$ cat config.mk
export PLATFORM = sky130hd
export DESIGN_NAME = bts_core
export DESIGN_NICKNAME = d
export VERILOG_FILES = /design/src/core/bts_pkg.sv /design/src/core/bts_rd_if.sv /design/src/core/bts_bit_sel.sv /design/src/core/bts_core.sv
export VERILOG_INCLUDE_DIRS = /design/src /design/src/core
export SDC_FILE = /design/constraint.sdc
export NUM_CORES = 1
export LEC_CHECK = 0
export ABC_AREA = 1
export BUFFER_PORTS_ARGS = -buffer_cell sky130_fd_sc_hd__buf_2
export CELL_PAD_IN_SITES_DETAIL_PLACEMENT = 0
export CELL_PAD_IN_SITES_GLOBAL_PLACEMENT = 1
export CORE_UTILIZATION = 27
export CTS_CLUSTER_SIZE = 12
export DETAILED_ROUTE_END_ITERATION = 7
export GPL_TIMING_DRIVEN = 0
export HOLD_SLACK_MARGIN = 0.06
export PLACE_DENSITY = 0.74
export SLEW_MARGIN = 20
export SYNTH_ARGS = -nofsm -noshare
export SYNTH_HDL_FRONTEND = slang
export SYNTH_HIERARCHICAL = 1
export SYNTH_SLANG_ARGS = --single-unit
$ cat constraint.sdc
create_clock -name clk -period 1.1 [get_ports clk]
set_clock_uncertainty 0.05 [all_clocks]
set_input_delay 0.165 -clock clk [delete_from_list [all_inputs] [get_ports clk]]
set_output_delay 0.165 -clock clk [all_outputs]
set_load 0.1 [all_outputs]
$ cat src/core/bts_cfg.svh
// constants for the bit-test-and-skip execution block
`ifndef BTS_CFG_SVH
`define BTS_CFG_SVH
`define BTS_OP_W        12
`define BTS_OPC_HI      11
`define BTS_OPC_LO      8
`define BTS_OPC_CLEAR   4'h6
`define BTS_OPC_SET     4'h7
`define BTS_BIT_HI      7
`define BTS_BIT_LO      5
`define BTS_REG_HI      4
`define BTS_REG_LO      0
`define BTS_REG_AW      5
`define BTS_DATA_W      8
`define BTS_BIT_AW      3
`define BTS_NOP_WORD    12'h000
`define BTS_SKIP_CYCLES 2
`endif

$ cat src/core/bts_pkg.sv
// types shared by the bit-test-and-skip block
`include "bts_cfg.svh"
package bts_pkg;
  // execution state: normal issue or a discarded slot
  typedef enum logic [0:0]
  {
    BTS_RUN  = 1'h0,
    BTS_SKIP = 1'h1
  } bts_state_e;
  // decoded class of the word in execute
  typedef enum logic [1:0]
  {
    BTS_OTHER = 2'h0,
    BTS_CLEAR = 2'h1,
    BTS_SET   = 2'h2
  } bts_kind_e;
endpackage : bts_pkg

$ cat src/core/bts_rd_if.sv
// file register read path between the decoder and the bit tester
`timescale 1ns/100ps
`include "bts_cfg.svh"
interface bts_rd_if;
  logic [`BTS_DATA_W-1:0] rd_data;  // addressed register contents
  logic [`BTS_BIT_AW-1:0] bit_sel;  // selected bit position
  logic                   bit_val;  // selected bit value
  modport tester (input rd_data, input bit_sel, output bit_val);
  modport core   (output rd_data, output bit_sel, input bit_val);
endinterface : bts_rd_if

$ cat src/core/bts_bit_sel.sv
// picks one bit out of a file register word
`timescale 1ns/100ps
`include "bts_cfg.svh"
module bts_bit_sel
(
  bts_rd_if.tester rd
);
  // ----------------------------------------
  // bit select
  // ----------------------------------------
  // plain mux; eight positions cover the whole byte
  assign rd.bit_val = rd.rd_data[rd.bit_sel]; // RL5
endmodule : bts_bit_sel

$ cat src/core/bts_core.sv
// execution of the bit-test-and-skip instructions
// ----------------------------------------
// Overview of operation
// (RL1) skip next word when tested bit clear
// (RL2) skip next word when tested bit set
// (RL3) skip discards prefetched word, runs no-op
// (RL4) one word; one cycle, two if skipping
// (RL5) register 0..31, bit 0..7 selectable
// (RL6) decode 0110/0111 patterns; flags untouched
// ----------------------------------------
`timescale 1ns/100ps
`include "bts_cfg.svh"
module bts_core
#(
  parameter int OP_W = `BTS_OP_W  // instruction word width
)
(
  input  wire logic                   clk,
  input  wire logic                   arst_n,
  input  wire logic                   instr_valid,
  input  wire logic [OP_W-1:0]        instr_word,
  input  wire logic [`BTS_DATA_W-1:0] reg_rd_data,
  output logic [`BTS_REG_AW-1:0]      reg_rd_addr,
  output logic                        exec_valid,
  output logic [OP_W-1:0]             exec_word,
  output logic                        skip_taken,
  output logic                        flags_we
);
  // ----------------------------------------
  // elaboration checks
  // ----------------------------------------
  if (OP_W != `BTS_OP_W)
  begin : g_chk
    $error("instruction width must be twelve bits");
  end

  // ----------------------------------------
  // decode
  // ----------------------------------------
  bts_pkg::bts_state_e state_q;  // run or discard slot
  bts_pkg::bts_kind_e  kind;     // decoded class
  logic                bit_val;  // selected bit value
  logic                cond;     // skip condition met
  bts_rd_if            rd ();    // read path to bit tester

  // classify a word by its top nibble
  function automatic bts_pkg::bts_kind_e classify(input logic [OP_W-1:0] w);
    logic [3:0] opc;
    opc = w[`BTS_OPC_HI:`BTS_OPC_LO];
    if (opc == `BTS_OPC_CLEAR)
      return bts_pkg::BTS_CLEAR; // RL6
    else if (opc == `BTS_OPC_SET)
      return bts_pkg::BTS_SET;   // RL6
    else
      return bts_pkg::BTS_OTHER;
  endfunction : classify

  assign kind        = classify(instr_word);
  // register address straight from the word, no banking
  assign reg_rd_addr = instr_word[`BTS_REG_HI:`BTS_REG_LO]; // RL5
  assign rd.rd_data  = reg_rd_data;
  assign rd.bit_sel  = instr_word[`BTS_BIT_HI:`BTS_BIT_LO];  // RL5
  assign bit_val     = rd.bit_val;

  // bit picker sits behind the shared read-path bundle
  bts_bit_sel i_bts_bit_sel
  (
    .rd (rd.tester)
  );

  // a test only counts when it really executes, not in a dead slot
  // gating on run keeps a discarded test from chaining a second skip
  always_comb
  begin
    cond = 1'h0;
    if (instr_valid && state_q == bts_pkg::BTS_RUN)
    begin
      unique case (kind)
        bts_pkg::BTS_CLEAR : cond = !bit_val; // RL1
        bts_pkg::BTS_SET   : cond = bit_val;  // RL2
        bts_pkg::BTS_OTHER : cond = 1'h0;
      endcase
    end
  end

  // ----------------------------------------
  // skip sequencing
  // ----------------------------------------
  // no fetch redirect: the next word simply executes as a no-op
  always_ff @(posedge clk or negedge arst_n)
  begin
    if (!arst_n)
      state_q <= bts_pkg::BTS_RUN;
    else if (state_q == bts_pkg::BTS_SKIP)
    begin
      if (instr_valid)
        state_q <= bts_pkg::BTS_RUN;  // RL4
    end
    else if (cond)
      state_q <= bts_pkg::BTS_SKIP;   // RL3
  end

  // ----------------------------------------
  // execute stage outputs
  // ----------------------------------------
  // registered so downstream sees a clean word per cycle
  always_ff @(posedge clk or negedge arst_n)
  begin
    if (!arst_n)
    begin
      exec_valid <= 1'h0;
      exec_word  <= `BTS_NOP_WORD;
      skip_taken <= 1'h0;
    end
    else
    begin
      exec_valid <= instr_valid;
      skip_taken <= cond;
      if (state_q == bts_pkg::BTS_SKIP)
        exec_word <= `BTS_NOP_WORD;   // RL3
      else
        exec_word <= instr_word;
    end
  end

  // tests never write status; flags_we is held low for every word
  always_ff @(posedge clk or negedge arst_n)
  begin
    if (!arst_n)
      flags_we <= 1'h0;
    else
      flags_we <= 1'h0;               // RL6
  end
endmodule : bts_core

==> results.cfg <==
[logic_synthesis]
synthXorXnorAreaFrac_pct = 0
synth_top_family_by_area = buffers and inverters
synth_compound_area_share_pct = 0
synthSimpleGateAreaFrac_pct = 21.5
ys_ff_latch = 15
synth.area.mux_share_pct = 0
synth-adder-area-share_pct = 0
syn-num-nets = 109
yosysUniqueCellTypes = 10
avgSynthCellArea_um2 = 7.86
syn-instance-count = 86
ys_seq_area_share_pct = 55.6
yosysWarnings = 6
syn_area_um2 = 676

[sta]
setup_viol = 0
fin_crit_ns = 1.08
hold_viol_final = 0
period_share_pct = 98.4
finalSetupTns_ns = 0
slew_violations = 0
grt_setup_unrepaired = yes
fmax_mhz = 924

[power_and_ir_drop]
p_comb_share_pct = 41.2
intPower_uw = 921
p_sw_share_pct = 40.4
pwr-share-clk_pct = 19.2
leakagePower_nw = 0.728
p_per_area_nw_per_um2 = 1290
p_sw_uw = 623
p_seq_share_pct = 39.5
vdd_drop_max_mv = 0.644

[setup_path]
arrival_ns = 0.87
critPathMaxFanout = 1
worstPathCellList = buf_12
crit_path_start_kind = flip-flop
path_buf_inv = 1
worstSetupPathType = flip-flop to output port
slowest_delay_ns = 0.42
slowest_stage = dfrtp_1
cp.required_ns = 0.88
path_delay_family = flip-flops
end_kind = output port

[cells_and_area]
final_cells = 171
num_antenna_cells = 0
nets = 167
layout_common_cells = buf_2 (28), inv_1 (25), nand2_1 (16), dfrtp_1 (15), nor2_1 (13)
final_layout_size_suffix_gt1_share_pct = 37.1
final_common_cell = buf_2
utilization_pct = 52.8
syn_to_final_growth_pct = 77.8

[global_routing]
grt_max_degree = 16
antenna_found_initial = 0
grt_overflow = 0
grt_pass1_vias = 614
grt_usage_pct = 12.7
grt_pass1_wl_mm = 2.41

[floorplanning]
die_w_um = 52.0
core_um2 = 2280
start_util_pct = 29.7
die_h_um = 52.0
dieArea_um2 = 2710
ios = 43
num_rows = 17

[detailed_routing]
firstDrtPassIters = 4
vias = 647
drc = 0
drt-total-wl_mm = 1.49
wl_met1_um = 544
viasPerCell = 3.78
wl_met3_um = 133
highest_layer = met4
dr_wl_met2_um = 786
first_iter_violations = 5
ant_nets = 0
wl_per_cell_um = 8.69

[placement]
io_buffers = 41
placed_cells_incl_taps = 155
hpwl_um = 998
place.gp.congestion = 0.641

[clock_network]
clock_path_buffers = 2
cts_tree = done
clockRootBuffer = clkbuf_4
clk_pin_slew_ns = 0.08
insertion_delay_ns = 0.27
cts_sinks = 15
cts_max_level = 1
cts_made_buffers = 3

[outcome]
status = completed

[job]
max_cap_violations = 0

[min_path]
hp-class = input port to flip-flop
[worst min-delay path, delay by kind of cell]
| family | cells | cell delay, ns |
|---|---|---|
| buffers and inverters | 2 | 0.12 |
| and+or+nand+nor | 1 | 0.07 |
[through the flow]
step	area, µm²	worst slack (ns)	power, mW	hold slack, ns
floorplan	676	0.00175	1.03	-0.181
global placement	916	-0.00570	1.14	0.0275
detailed placement	916	-0.00842	1.14	0.0317
CTS	1150	0.0173	1.53	0.0659
global route	1200	-0.0298	1.64	0.0635
finish	1200	0.0175	1.54	0.0724
[final timing paths]
check / cells past startpoint / from / endpoint / slack, ns
min in group asynchronous: 2 / arst_n / exec_word[10] / 0.27
worst min-delay path: 3 / instr_word[11] / exec_word[11] / 0.07
worst min register to register: 1 / state_q / exec_word[8] / 0.41
worst max register to register: 5 / state_q / skip_taken / 0.22
max in group asynchronous: 2 / arst_n / exec_word[11] / 0.50
worst max-delay path: 1 / exec_word[9] / exec_word[9] / 0.02
[cell families after synthesis]
group | after synthesis
other | 1
buffers and inverters | 34
AND/OR/NAND/NOR | 36
flip-flops | 15
[power by group through the flow]
stage | combinational (mW) | clock, mW | sequential, mW
after floorplan | 0.164 | 0 | 0.867
after global placement | 0.535 | 0 | 0.605
after detailed placement | 0.538 | 0 | 0.606
after CTS | 0.614 | 0.312 | 0.604
after global routing | 0.672 | 0.357 | 0.613
final | 0.637 | 0.297 | 0.611
[synth_stat cells]
master / instances / area, µm²
buf_4: 6 / 45.0
buf_2: 1 / 5.00
nand2_1: 16 / 60.1
inv_2: 2 / 7.51
nand3_1: 6 / 30.0
inv_1: 25 / 93.8
dfrtp_1: 15 / 375
conb_1: 1 / 3.75
or2_0: 1 / 6.26
nor2_1: 13 / 48.8
[layout make-up]
class | count | area [µm²]
inverter | 27 | 101
multi-input combinational | 37 | 149
buffer | 7 | 50.0
tap | 28 | 35.0
fill | 217 | 1070
timing repair buffer | 53 | 464
sequential | 15 | 375
clock buffer | 4 | 26.3
[per-layer routing]
layer | GRT usage [%] | vias to the layer above
met5 | 0 | -
met4 | 6.76 | 0
met3 | 3.51 | 2
met2 | 23.9 | 33
met1 | 12.2 | 270
li1 | - | 342
[state kept, by name, summed over array words and instances, names as in the netlist]
register	flops
exec_word	12
state_q	1
exec_valid	1
skip_taken	1
[timing repair]
item | 4_1_cts | 5_1_grt
resized for setup | 28 | 13
hold buffers | 12 | 0
endpoints found under the setup margin | 14 | 11
hold endpoints to repair | 26 | 0
setup buffers | 0 | 0
gates cloned | 0 | 0
No activity file was read; power rests on OpenSTA's default activity.
